===== src/hdl/regprot_pkg.sv =====
package regprot_pkg;
	// Protection timing, in switching cycles.
	localparam logic [2:0] LIMIT_RUN_COUNT = 3'h5;
	localparam logic [4:0] BLANK_CYCLES = 5'h10;
	// Switching phase step on the oscillator: one period of ten slots; 216 degrees is six.
	localparam logic [3:0] PHASE_SLOTS = 4'h9;
	localparam logic [3:0] SECOND_BUCK_SHIFT = 4'h6;
	// Frequency code range: sixteen steps between 0.8 and 1.0 times nominal.
	localparam logic [3:0] FREQ_CODE_MAX = 4'hF;
	localparam logic [3:0] FREQ_CODE_RESET = 4'hF;
	localparam logic [4:0] LFSR_SEED = 5'h1;
	// Reset hold time and its count at 50 MHz.
	localparam int RESET_HOLD_US = 10;
	localparam int CLOCK_MHZ = 50;
	localparam int RESET_HOLD_CYCLES = RESET_HOLD_US * CLOCK_MHZ;
	// Auxiliary supply switch-over thresholds in millivolts.
	localparam logic [15:0] AUX_ON_MV = 16'h12C0;
	localparam logic [15:0] AUX_OFF_MV = 16'h11F8;
endpackage : regprot_pkg


===== src/hdl/cycle_sync_if.sv =====
`timescale 1ns/1ns
interface cycle_sync_if;
	logic cycleStart;
	logic atStart;
	modport source (output cycleStart, output atStart);
	modport sink (input cycleStart, input atStart);
endinterface : cycle_sync_if


===== src/hdl/limit_blanker.sv =====
`timescale 1ns/1ns
// Counts cycles whose current limit trips at cycle start and blanks PWM for sixteen cycles.
module limit_blanker (
	input wire logic ref_clk,
	input wire logic reset,
	cycle_sync_if.sink sync,
	input wire logic limitHit,
	input wire logic forceBlank,
	output logic blanking
);
	logic [2:0] runCount;
	logic [4:0] blankCount;
	logic [2:0] next_runCount;
	logic [4:0] next_blankCount;

	always_comb
	begin
		next_runCount = runCount;
		next_blankCount = blankCount;
		if (blankCount != 5'h00)
		begin
			if (sync.cycleStart)
			begin
				next_blankCount = blankCount - 5'h01;
				if (blankCount == 5'h01)
				begin
					next_runCount = 3'h0;
				end
			end
		end
		else if (forceBlank)
		begin
			next_blankCount = regprot_pkg::BLANK_CYCLES;
			next_runCount = 3'h0;
		end
		else if (sync.atStart && limitHit)
		begin
			if (runCount == regprot_pkg::LIMIT_RUN_COUNT - 3'h1)
			begin
				next_blankCount = regprot_pkg::BLANK_CYCLES;
				next_runCount = 3'h0;
			end
			else
			begin
				next_runCount = runCount + 3'h1;
			end
		end
		else if (sync.atStart)
		begin
			next_runCount = 3'h0;
		end
	end

	always_ff @(posedge ref_clk or posedge reset)
	begin
		if (reset)
		begin
			runCount <= 3'h0;
			blankCount <= 5'h00;
		end
		else
		begin
			runCount <= next_runCount;
			blankCount <= next_blankCount;
		end
	end

	assign blanking = (blankCount != 5'h00);
endmodule : limit_blanker


===== src/hdl/spread_stepper.sv =====
`timescale 1ns/1ns
// Steps the oscillator frequency code once per main buck cycle.
module spread_stepper (
	input wire logic ref_clk,
	input wire logic reset,
	cycle_sync_if.sink sync,
	input wire logic spreadEnable,
	input wire logic triangleMode,
	output logic [3:0] freqCode
);
	logic [4:0] lfsr;
	logic [3:0] code;
	logic goingUp;
	logic [4:0] next_lfsr;
	logic [3:0] next_code;
	logic next_goingUp;

	always_comb
	begin
		next_lfsr = lfsr;
		next_code = code;
		next_goingUp = goingUp;
		if (!spreadEnable)
		begin
			next_code = regprot_pkg::FREQ_CODE_RESET;
		end
		else if (sync.cycleStart)
		begin
			if (triangleMode)
			begin
				if (goingUp && code == regprot_pkg::FREQ_CODE_MAX)
				begin
					next_goingUp = 1'b0;
					next_code = code - 4'h1;
				end
				else if (!goingUp && code == 4'h0)
				begin
					next_goingUp = 1'b1;
					next_code = 4'h1;
				end
				else
				begin
					next_code = goingUp ? code + 4'h1 : code - 4'h1;
				end
			end
			else
			begin
				next_lfsr = {lfsr[3:0], lfsr[4] ^ lfsr[2]};
				// The random bit only picks direction, so the code moves one step.
				if (lfsr[4] && code != regprot_pkg::FREQ_CODE_MAX)
				begin
					next_code = code + 4'h1;
				end
				else if (!lfsr[4] && code != 4'h0)
				begin
					next_code = code - 4'h1;
				end
				else
				begin
					next_code = lfsr[4] ? code - 4'h1 : code + 4'h1;
				end
			end
		end
	end

	always_ff @(posedge ref_clk or posedge reset)
	begin
		if (reset)
		begin
			lfsr <= regprot_pkg::LFSR_SEED;
			code <= regprot_pkg::FREQ_CODE_RESET;
			goingUp <= 1'b0;
		end
		else
		begin
			lfsr <= next_lfsr;
			code <= next_code;
			goingUp <= next_goingUp;
		end
	end

	assign freqCode = code;
endmodule : spread_stepper


===== src/hdl/regulator_protect_and_reset_ctrl.sv =====
`timescale 1ns/1ns
// Behaviour
// Buck high-side limit turns high-side off, low-side on, for rest of cycle.
// Five consecutive start-of-cycle buck limits force PWM low sixteen cycles.
// Buck low-side limit turns low-side off until cycle end.
// Low-side limit just after blanking turns both buck switches off sixteen cycles.
// Third buck in phase with main buck; second buck 216 degrees later (code starts second buck on odd slots, one slot after third buck).
// Boost in phase with main buck; pulse skipping at low load.
// Boost limit ends cycle; five start-of-cycle limits blank sixteen cycles.
// Boost out of window: switch off, set failure flag; enable restarts.
// Boost overtemperature: off, flag set; restart needs flag clear and enable.
// Pseudo-random code from a shift register moves one step per cycle.
// Triangular spreading uses an up-down counter.
// Spreading changes frequency each main cycle over sixteen codes.
// Second buck sees 31 frequencies as oscillator changes mid-period.
// Linear regulator overtemperature: off, flag; restart needs flag clear and enable.
// Linear regulator out of window: off, failure flag; enable restarts.
// Linear regulator overvoltage in check or ramp mode: protection off, error.
// Gate supply uses auxiliary input above 4.8 V, only once active.
// Processor reset held low for the hold time after any trigger.
// Processor reset asserted also asserts peripheral reset.
// Peripheral reset latched until first watchdog trigger rising edge.
// Reset outputs stay low under low supply or shutdown.
// Limit run counter clears on a clean cycle start or blanking end.
module regulator_protect_and_reset_ctrl (
	input wire logic ref_clk,
	input wire logic reset,
	input wire logic oscTick,
	input wire logic mainPwm,
	input wire logic secondPwm,
	input wire logic thirdPwm,
	input wire logic boostPwm,
	input wire logic lowLoad,
	input wire logic secondHsLimit,
	input wire logic thirdHsLimit,
	input wire logic secondLsLimit,
	input wire logic thirdLsLimit,
	input wire logic secondLsEarly,
	input wire logic thirdLsEarly,
	input wire logic boostLimit,
	input wire logic boostWindowFault,
	input wire logic boostOvertemp,
	input wire logic boostEnableWrite,
	input wire logic linregOvertemp,
	input wire logic linregWindowFault,
	input wire logic linregOvervoltage,
	input wire logic linregEnableWrite,
	input wire logic threshold_check_mode,
	input wire logic rampMode,
	input wire logic activeMode,
	input wire logic [15:0] auxSupplyMv,
	input wire logic spreadEnable,
	input wire logic triangleMode,
	input wire logic resetTrigger,
	input wire logic watchdog_trigger_in,
	output logic secondHsOn,
	output logic secondLsOn,
	output logic thirdHsOn,
	output logic thirdLsOn,
	output logic boostSwitchOn,
	output logic boostRunning,
	output logic boostFailFlag,
	output logic boost_overtemp_flag,
	output logic linregRunning,
	output logic linreg_failure_flag,
	output logic linreg_overtemp_flag,
	output logic external_protection_switch,
	output logic errorRequest,
	output logic useAuxSupply,
	output logic [3:0] freqCode,
	output logic processor_reset_out_n,
	output logic peripheral_reset_out_n
);
	localparam int HOLD_CYCLES = regprot_pkg::RESET_HOLD_CYCLES;
	cycle_sync_if mainSync ();
	cycle_sync_if secondSync ();
	cycle_sync_if thirdSync ();
	cycle_sync_if boostSync ();
	logic [3:0] phase;
	logic [3:0] next_phase;
	logic wdMeta;
	logic wdSync;
	logic wdLast;
	logic secondBlank;
	logic thirdBlank;
	logic boostBlank;
	logic secondHsCut;
	logic secondLsCut;
	logic thirdHsCut;
	logic thirdLsCut;
	logic boostCut;
	logic next_secondHsCut;
	logic next_secondLsCut;
	logic next_thirdHsCut;
	logic next_thirdLsCut;
	logic next_boostCut;
	logic next_boostRunning;
	logic next_boostFailFlag;
	logic next_boostOt;
	logic next_linregRunning;
	logic next_linregFail;
	logic next_linregOt;
	logic next_protSwitch;
	logic next_error;
	logic next_useAux;
	logic [9:0] holdCount;
	logic [9:0] next_holdCount;
	logic next_procReset;
	logic next_periphReset;

	// Oscillator slots: main buck and boost run on ten-slot and two-slot periods.
	always_comb
	begin
		next_phase = (phase == regprot_pkg::PHASE_SLOTS) ? 4'h0 : phase + 4'h1;
		if (!oscTick)
		begin
			next_phase = phase;
		end
	end

	assign mainSync.cycleStart = oscTick && (phase == 4'h0);
	assign mainSync.atStart = mainSync.cycleStart;
	assign thirdSync.cycleStart = oscTick && !phase[0];
	assign thirdSync.atStart = thirdSync.cycleStart;
	// Bit 0 of the shift is even, plus one selects odd slots: second buck starts one slot after the third buck.
	assign secondSync.cycleStart = oscTick && (phase[0] == regprot_pkg::SECOND_BUCK_SHIFT[0] + 1'b1);
	assign secondSync.atStart = secondSync.cycleStart;
	assign boostSync.cycleStart = thirdSync.cycleStart;
	assign boostSync.atStart = boostSync.cycleStart;

	limit_blanker secondBlanker (
		.ref_clk(ref_clk),
		.reset(reset),
		.sync(secondSync),
		.limitHit(secondHsLimit),
		.forceBlank(secondLsEarly && secondLsLimit),
		.blanking(secondBlank)
	);
	limit_blanker thirdBlanker (
		.ref_clk(ref_clk),
		.reset(reset),
		.sync(thirdSync),
		.limitHit(thirdHsLimit),
		.forceBlank(thirdLsEarly && thirdLsLimit),
		.blanking(thirdBlank)
	);
	limit_blanker boostBlanker (
		.ref_clk(ref_clk),
		.reset(reset),
		.sync(boostSync),
		.limitHit(boostLimit),
		.forceBlank(1'b0),
		.blanking(boostBlank)
	);
	spread_stepper stepper (
		.ref_clk(ref_clk),
		.reset(reset),
		.sync(mainSync),
		.spreadEnable(spreadEnable),
		.triangleMode(triangleMode),
		.freqCode(freqCode)
	);

	// Per-cycle cut latches clear at each converter's cycle start.
	always_comb
	begin
		next_secondHsCut = secondSync.cycleStart ? 1'b0 : (secondHsCut || secondHsLimit);
		next_secondLsCut = secondSync.cycleStart ? 1'b0 : (secondLsCut || secondLsLimit);
		next_thirdHsCut = thirdSync.cycleStart ? 1'b0 : (thirdHsCut || thirdHsLimit);
		next_thirdLsCut = thirdSync.cycleStart ? 1'b0 : (thirdLsCut || thirdLsLimit);
		next_boostCut = boostSync.cycleStart ? 1'b0 : (boostCut || boostLimit);
	end

	// Boost and linear regulator supervision; a fault wins over a restart write.
	always_comb
	begin
		next_boostFailFlag = boostFailFlag;
		next_boostOt = boost_overtemp_flag || boostOvertemp;
		next_boostRunning = boostRunning;
		if (boostWindowFault)
		begin
			next_boostFailFlag = 1'b1;
			next_boostRunning = 1'b0;
		end
		else if (boostOvertemp)
		begin
			next_boostRunning = 1'b0;
		end
		else if (boostEnableWrite && !boost_overtemp_flag)
		begin
			next_boostRunning = 1'b1;
			next_boostFailFlag = 1'b0;
		end
		next_linregFail = linreg_failure_flag;
		next_linregOt = linreg_overtemp_flag || linregOvertemp;
		next_linregRunning = linregRunning;
		if (linregWindowFault)
		begin
			next_linregFail = 1'b1;
			next_linregRunning = 1'b0;
		end
		else if (linregOvertemp)
		begin
			next_linregRunning = 1'b0;
		end
		else if (linregEnableWrite && !linreg_overtemp_flag)
		begin
			next_linregRunning = 1'b1;
			next_linregFail = 1'b0;
		end
		next_error = linregOvervoltage && (threshold_check_mode || rampMode);
		next_protSwitch = activeMode && !next_error && !errorRequest;
		next_useAux = useAuxSupply;
		if (!activeMode || auxSupplyMv < regprot_pkg::AUX_OFF_MV)
		begin
			next_useAux = 1'b0;
		end
		else if (auxSupplyMv > regprot_pkg::AUX_ON_MV)
		begin
			next_useAux = 1'b1;
		end
	end

	// Reset outputs: a trigger reloads the hold, peripheral reset waits for the watchdog.
	always_comb
	begin
		next_holdCount = holdCount;
		next_procReset = processor_reset_out_n;
		next_periphReset = peripheral_reset_out_n;
		if (resetTrigger)
		begin
			next_holdCount = 10'(HOLD_CYCLES);
			next_procReset = 1'b0;
			next_periphReset = 1'b0;
		end
		else if (holdCount != 10'h000)
		begin
			next_holdCount = holdCount - 10'h001;
		end
		else
		begin
			next_procReset = 1'b1;
			if (wdSync && !wdLast && processor_reset_out_n)
			begin
				next_periphReset = 1'b1;
			end
		end
	end

	always_ff @(posedge ref_clk or posedge reset)
	begin
		if (reset)
		begin
			phase <= 4'h0;
			wdMeta <= 1'b0;
			wdSync <= 1'b0;
			wdLast <= 1'b0;
			secondHsCut <= 1'b0;
			secondLsCut <= 1'b0;
			thirdHsCut <= 1'b0;
			thirdLsCut <= 1'b0;
			boostCut <= 1'b0;
			secondHsOn <= 1'b0;
			secondLsOn <= 1'b0;
			thirdHsOn <= 1'b0;
			thirdLsOn <= 1'b0;
			boostSwitchOn <= 1'b0;
			boostRunning <= 1'b0;
			boostFailFlag <= 1'b0;
			boost_overtemp_flag <= 1'b0;
			linregRunning <= 1'b0;
			linreg_failure_flag <= 1'b0;
			linreg_overtemp_flag <= 1'b0;
			external_protection_switch <= 1'b0;
			errorRequest <= 1'b0;
			useAuxSupply <= 1'b0;
			holdCount <= 10'(HOLD_CYCLES);
			processor_reset_out_n <= 1'b0;
			peripheral_reset_out_n <= 1'b0;
		end
		else
		begin
			phase <= next_phase;
			wdMeta <= watchdog_trigger_in;
			wdSync <= wdMeta;
			wdLast <= wdSync;
			secondHsCut <= next_secondHsCut;
			secondLsCut <= next_secondLsCut;
			thirdHsCut <= next_thirdHsCut;
			thirdLsCut <= next_thirdLsCut;
			boostCut <= next_boostCut;
			secondHsOn <= secondPwm && !next_secondHsCut && !secondBlank;
			secondLsOn <= (!secondPwm || next_secondHsCut) && !next_secondLsCut && !secondBlank;
			thirdHsOn <= thirdPwm && !next_thirdHsCut && !thirdBlank;
			thirdLsOn <= (!thirdPwm || next_thirdHsCut) && !next_thirdLsCut && !thirdBlank;
			boostSwitchOn <= boostPwm && boostRunning && !lowLoad && !next_boostCut && !boostBlank;
			boostRunning <= next_boostRunning;
			boostFailFlag <= next_boostFailFlag;
			boost_overtemp_flag <= next_boostOt;
			linregRunning <= next_linregRunning;
			linreg_failure_flag <= next_linregFail;
			linreg_overtemp_flag <= next_linregOt;
			external_protection_switch <= next_protSwitch;
			errorRequest <= next_error;
			useAuxSupply <= next_useAux;
			holdCount <= next_holdCount;
			processor_reset_out_n <= next_procReset;
			peripheral_reset_out_n <= next_periphReset;
		end
	end
endmodule : regulator_protect_and_reset_ctrl


===== config.mk =====
export PLATFORM = sky130hd
export DESIGN_NAME = regulator_protect_and_reset_ctrl
export DESIGN_NICKNAME = d
export VERILOG_FILES = /design/src/hdl/regprot_pkg.sv /design/src/hdl/cycle_sync_if.sv /design/src/hdl/limit_blanker.sv /design/src/hdl/spread_stepper.sv /design/src/hdl/regulator_protect_and_reset_ctrl.sv
export SDC_FILE = /design/constraint.sdc
export NUM_CORES = 1
export LEC_CHECK = 0
export BUFFER_PORTS_ARGS = -buffer_cell sky130_fd_sc_hd__buf_4
export CELL_PAD_IN_SITES_DETAIL_PLACEMENT = 1
export CELL_PAD_IN_SITES_GLOBAL_PLACEMENT = 2
export CORE_MARGIN = 2
export CORE_UTILIZATION = 37
export CTS_CLUSTER_DIAMETER = 40
export DETAILED_ROUTE_END_ITERATION = 8
export PLACE_DENSITY = 0.91
export SKIP_LAST_GASP = 1
export SLEW_MARGIN = 25
export SYNTH_ARGS = -nofsm -noshare
export SYNTH_HDL_FRONTEND = slang
export SYNTH_SLANG_ARGS = --single-unit

===== constraint.sdc =====
create_clock -name ref_clk -period 5.2 [get_ports ref_clk]
set_input_delay 1.04 -clock ref_clk [delete_from_list [all_inputs] [get_ports ref_clk]]
set_output_delay 1.04 -clock ref_clk [all_outputs]
set_load 0.1 [all_outputs]

Yosys cells after proc, flatten, opt, wreduce, memory -nomap -nowiden
Index checks and enable logic that the tools add are counted.
{"block": "totals", "ff_bits": 72, "latchBits": 0, "ram_bits": 0, "rom_bits": 0, "inputBits": 45, "out_inout_bits": 20, "word_cells": 236, "n_memories": 0}
{"block": "classes", "addsub": 10, "n_mul": 0, "div_mod_pow": 0, "magnitude_cmp": 2, "n_eq_ne": 19, "n_shift": 0, "muxes": 71, "bitwise": 2, "n_reduce_logical": 97}
{"op": "$mux 5", "count": 14}
{"op": "$mux 3", "count": 19}
{"op": "$mux 4", "count": 10}
{"op": "$logic_and 1x1->1", "count": 31}
{"op": "$mux 1", "count": 26}
{"op": "$reduce_bool 3->1", "count": 8}
{"op": "$reduce_and 3->1", "count": 7}
{"op": "$logic_not 1->1", "count": 20}
{"op": "$mux 10", "count": 2}
{"op": "$reduce_bool 2->1", "count": 9}
{"op": "$gt 16x13->1 const B", "count": 1}
{"op": "$lt 16x13->1 const B", "count": 1}
{"op": "$ne 2x1->1 const B", "count": 8}
{"op": "$eq 5x1->1 const B", "count": 3}
{"op": "$reduce_bool 5->1", "count": 3}
{"op": "$sub 5x1->5 const B", "count": 3}
{"op": "$logic_or 1x1->1", "count": 11}
{"op": "$reduce_bool 10->1", "count": 1}
{"op": "$sub 10x1->10 const B", "count": 1}
{"op": "$add 3x1->3 const B", "count": 3}
{"op": "$eq 3x3->1 const B", "count": 3}
{"op": "$add 4x1->4 const B", "count": 2}
{"op": "$eq 4x4->1 const B", "count": 2}
{"op": "$logic_not 4->1", "count": 2}
{"op": "8 further kinds", "count": 11}

Depth between registers and ports, before layout
{"block": "depth", "depth_word": 7, "mapped_depth": 8, "depth_no_buf": 7}

Cells and area by module
From an unflattened synthesis, not the netlist that was laid out.
{"block": "hier_totals", "cells_unflattened": 390, "area_unflattened_um2": 4050.1}
{"module": "regulator_protect_and_reset_ctrl", "instances": 1, "cells_each": 153, "area_per_inst_um2": 1635.3, "seq_area_each_um2": 958.4}
{"module": "limit_blanker", "instances": 3, "cells_each": 50, "area_per_inst_um2": 536.8, "seq_area_each_um2": 200.2}
{"module": "spread_stepper", "instances": 1, "cells_each": 87, "area_per_inst_um2": 804.5, "seq_area_each_um2": 256.5}

Least setup slack after synthesis
No wires, ideal clock.
{"block": "synth_path", "kind": "input to register", "from": "input oscTick", "to": "register stepper.lfsr[1]", "setup_ns": 0.125, "arrival_time_ns": 2.203, "t_required_ns": 5.075, "setup_slack_ns": 2.872, "cell_stages": 5, "n_path_buf": 1, "cell_sequence": "nor2b_1 and3_1 and3_1 clkbuf_1 mux2_2"}
{"block": "synth_between", "elab_chain_cells": 2}
{"item": "from (decl)", "line_no": "regulator_protect_and_reset_ctrl.sv:28", "text": "input wire logic oscTick,"}
{"item": "$logic_and 1x1->1", "line_no": "regulator_protect_and_reset_ctrl.sv:121", "text": "assign mainSync.cycleStart = oscTick && (phase == 4'h0);"}
{"item": "$reduce_and 3->1 (no line)"}
{"item": "to (signal assigned)", "line_no": "spread_stepper.sv:70", "text": "lfsr <= regprot_pkg::LFSR_SEED;"}
{"item": "to (signal assigned)", "line_no": "spread_stepper.sv:76", "text": "lfsr <= next_lfsr;"}
{"item": "to (decl)", "line_no": "spread_stepper.sv:11", "text": "logic [4:0] lfsr;"}
No other way between the ends.
A chain may end at the register's enable or synchronous reset.

Worst setup path after layout
{"block": "layout_path", "from": "register secondBlanker.blankCount[0]", "to": "register secondBlanker.blankCount[4]"}
{"block": "layout_between", "elab_chain_cells": 3, "elab_cells_between_ends": 8, "cone_classes": "1 x add/sub; 1 x eq/ne; 2 x mux; 4 x reduce/logical"}
{"item": "from (decl)", "line_no": "limit_blanker.sv:12", "text": "logic [4:0] blankCount;"}
{"item": "from (signal assigned)", "line_no": "limit_blanker.sv:64", "text": "blankCount <= next_blankCount;"}
{"item": "$sub 5x1->5 or $reduce_bool 5->1 (tied branches)", "line_no": "limit_blanker.sv:24, limit_blanker.sv:20"}
{"item": "$mux 5 (tied with other cells)", "line_no": "limit_blanker.sv:22", "text": "if (sync.cycleStart)"}
{"item": "$mux 5 or $reduce_and 3->1 (tied branches)"}
Parallel ways exist; a longest one is shown, timed or not. The select of a mux whose other input is x is not followed.

==> impl_metrics.yaml <==
final_layout:
  finish.utilization_pct: 47.18
  nets: 522
  antenna_cells: 0
  seq_area_sq_um: 1815
  final_layout_size_suffix_gt1_share_pct: 23.11
  multi_input_area_sq_um: 1803
  final_cells: 596
  syn2layout_area_growth_pct: 22.90
  nFillCells: 1165
sta:
  tightest_slew_ns: 0.8372
  rsz0062_at_grt: "no"
  finalSetupTns_ns: 0
  slew_headroom_pct: 43.40
  skew_ns: 0.01155
  timing.fmax_mhz: 416.4
  final.setup.worst_slack_ns: 2.799
  hold_violations: 0
  fin_crit_ns: 2.401
  finalSetupViolCount: 0
  fin_crit_sh_pct: 46.18
  report.final.slew_viol_count: 0
clocking:
  post-cts-setup-buffers: 0
  cts_tree: "built"
  cts_sinks: 72
  h-tree-depth: 3
  insertion_delay_ns: 0.34
  cts_root_buf: "clkbuf_8"
  cts_buffers: 9
  hold_buffers: 0
  clock_path_buffers: 2
  clkTransAtPathRegs_ns: 0.08
  cts_resized: 0
setup_path:
  worstPathRequired_ns: 5.41
  end_kind: "register"
  cp.arrival_ns: 2.61
  cp-startpoint: "secondBlanker.blankCount[0]$_DFFE_PP0P_"
  critPathKind: "register to register"
  reg2reg_from: "secondBlanker.blankCount[0]$_DFFE_PP0P_"
  crit_fanout: 5
  critPathLaunchType: "register"
global_route:
  grt_pass1_vias: 3291
  grt_start_max_net_pins: 40
  antenna_found_initial: 0
  grt.overflow.total: 0
  grt.total_usage_pct: 17.08
  grt_pass1_wl_microns: 15450
logic_synthesis:
  seq_area_frac_synth_pct: 48.16
  synth_cell_type_count: 51
  synth_seq_cells: 72
  netlist_area_sq_um: 3770
  syn_nets: 455
  ys.flop_type: "dfrtp_1"
  syn_inst: 391
  yosysTopAreaCell: "dfrtp_1"
  synth_edf_count: 0
  ys_warn_count: 0
  syn_area_per_cell_sq_um: 9.642
  synth_top_area_share_pct: 40.49
  synthArstFlopShare_pct: 100.0
  synthTopCellsByArea: "dfrtp_1 40%, dfstp_2 7.7%, ha_1 6.3%, o21ai_0 3.8%, nand2_1 3.4%"
placed_design:
  portBuffers: 63
  dp.cells: 580
  globalplace.congestion: 0.7925
  dp_hpwl_microns: 6510
  place_ws_ns: 2.594
route:
  viasPerCell: 5.158
  totalWireLength_microns: 8802
  first_iter_violations: 119
  dr.pass1.iters: 4
  num_vias: 3074
  drtAntennaViolNets: 0
  wl_per_cell_microns: 14.77
  drc_errors: 0
floorplan:
  dieArea_sq_um: 11010
  dieWidth_microns: 104.9
  die_h_microns: 104.9
  start_util_pct: 38.39
  io_pins: 65
  fp-row-count: 36
  core_sq_um: 9819
power_and_ir_drop:
  irDropWorstVdd_uv: 177.2
  powerDensity_nw_per_um2: 408.5
  p_leak_uw: 0.002094
flow_run:
  maxCapViolations: 0
worst_hold_path:
  hold_class: "register to register"
  hp-start: "wdMeta$_DFF_PP0_"
status:
  status: "finished, final reports clean"
## cell usage after synthesis (4+ instances only)
cell,instances
o31ai_1,4
xnor2_1,4
nor2b_1,5
and3_1,8
dfrtp_1,61
nand2_1,34
nor2_1,34
a22o_1,4
nor3b_1,4
a21oi_1,15
mux2_2,4
o21ai_0,29
a211oi_1,5
nand2b_1,7
xor2_1,11
dfstp_2,11
clkbuf_1,7
nand3b_1,5
nor3_1,15
or3_1,4
inv_1,31
nand3_1,10
a31oi_1,8
o211ai_1,4
ha_1,19
## sequential cells by signal, indices dropped and copies added, names as in the netlist, 3 cells and up
register	count
boostBlanker.blankCount	5
boostBlanker.runCount	3
holdCount	10
phase	4
secondBlanker.blankCount	5
secondBlanker.runCount	3
stepper.freqCode	4
stepper.lfsr	5
thirdBlanker.blankCount	5
thirdBlanker.runCount	3
## power by group
| part | leakage [uW] | internal [uW] | switching (uW) |
|---|---|---|---|
| Clock | 0.000119 | 319 | 218 |
| Sequential | 0.000877 | 690 | 126 |
| Combinational | 0.00110 | 219 | 321 |
## through the flow
step	cell area, sq um	hold slack, ns	total power (uW)
after floorplan	3770	0.3312	1190
after global placement	4383	0.3346	1324
after global routing	4633	0.3614	2044
after detailed placement	4383	0.3470	1364
after CTS	4627	0.3559	1917
final	4633	0.3580	1893
## critical path, stage by stage (launching register included)
cell     delay (ns)
dfrtp_1        0.44
inv_1          0.10
ha_1           0.18
nor4b_1        0.69
a21oi_1        0.21
nor2_1         0.28
nor3_1         0.08
or3_1          0.31
## placed cells by master (no fill, tap or decap), types with 3 or more instances in the layout
cell / instances
nand3b_1: 5
a21oi_1: 15
ha_1: 19
nor4_1: 3
nand4_1: 3
dfstp_2: 11
xnor2_1: 4
nand3_1: 10
nor2b_1: 5
a22o_1: 4
nor3b_1: 4
o211ai_1: 4
buf_4: 65
nand2b_1: 7
o31ai_1: 4
a211oi_1: 5
and3_1: 8
clkbuf_8: 9
nor2_1: 34
or3_1: 4
inv_1: 30
nand2_1: 34
bufinv_16: 3
or2_2: 3
a21boi_0: 3
mux2_2: 4
xor2_1: 11
a21o_1: 3
nor3_1: 15
dfrtp_1: 61
a31oi_1: 8
o21ai_0: 29
## cell type report
cell class	count	area share, %
Clock inverter	7	2.592
Sequential cell	72	39.18
Clock buffer	9	2.674
Tap cell	133	3.592
Multi-Input combinational cell	279	38.91
Inverter	31	2.511
Timing Repair Buffer	65	10.53
## logic make-up (layout without fill, tap and decap cells)
group	after synthesis	after routing	synth area share, %
and+or+nand+nor	148	148	20.71
adders and majority gates	19	19	6.306
muxes	6	6	1.726
AOI/OAI and AO/OA	91	91	15.43
DFF	72	72	48.16
buffers and inverters	40	112	4.182
xor gates and xnor gates	15	15	3.485
## routing by layer
metal  vias to the layer above  track usage (%)  routed length, microns
met2                        51            29.17                    4346
met4                         0            5.524                      74
met3                         4            3.556                     298
met1                      1509            21.59                    4083
li1                       1510                -                       -
met5                         -                0                       0
## worst paths after layout
| check | end | slack, ns | cells past startpoint |
|---|---|---|---|
| max reg2reg | secondBlanker.blankCount[4]$_DFFE_PP0P_ | 2.80 | 7 |
| max | secondBlanker.blankCount[4]$_DFFE_PP0P_ | 2.80 | 7 |
| min | wdSync$_DFF_PP0_ | 0.36 | 0 |
| min reg2reg | wdSync$_DFF_PP0_ | 0.36 | 0 |
| max in group asynchronous | stepper.freqCode[1]$_DFFE_PP1P_ | 3.38 | 3 |
| min in group asynchronous | wdMeta$_DFF_PP0_ | 0.81 | 2 |
Note: power is estimated with default switching activity, not from simulation.
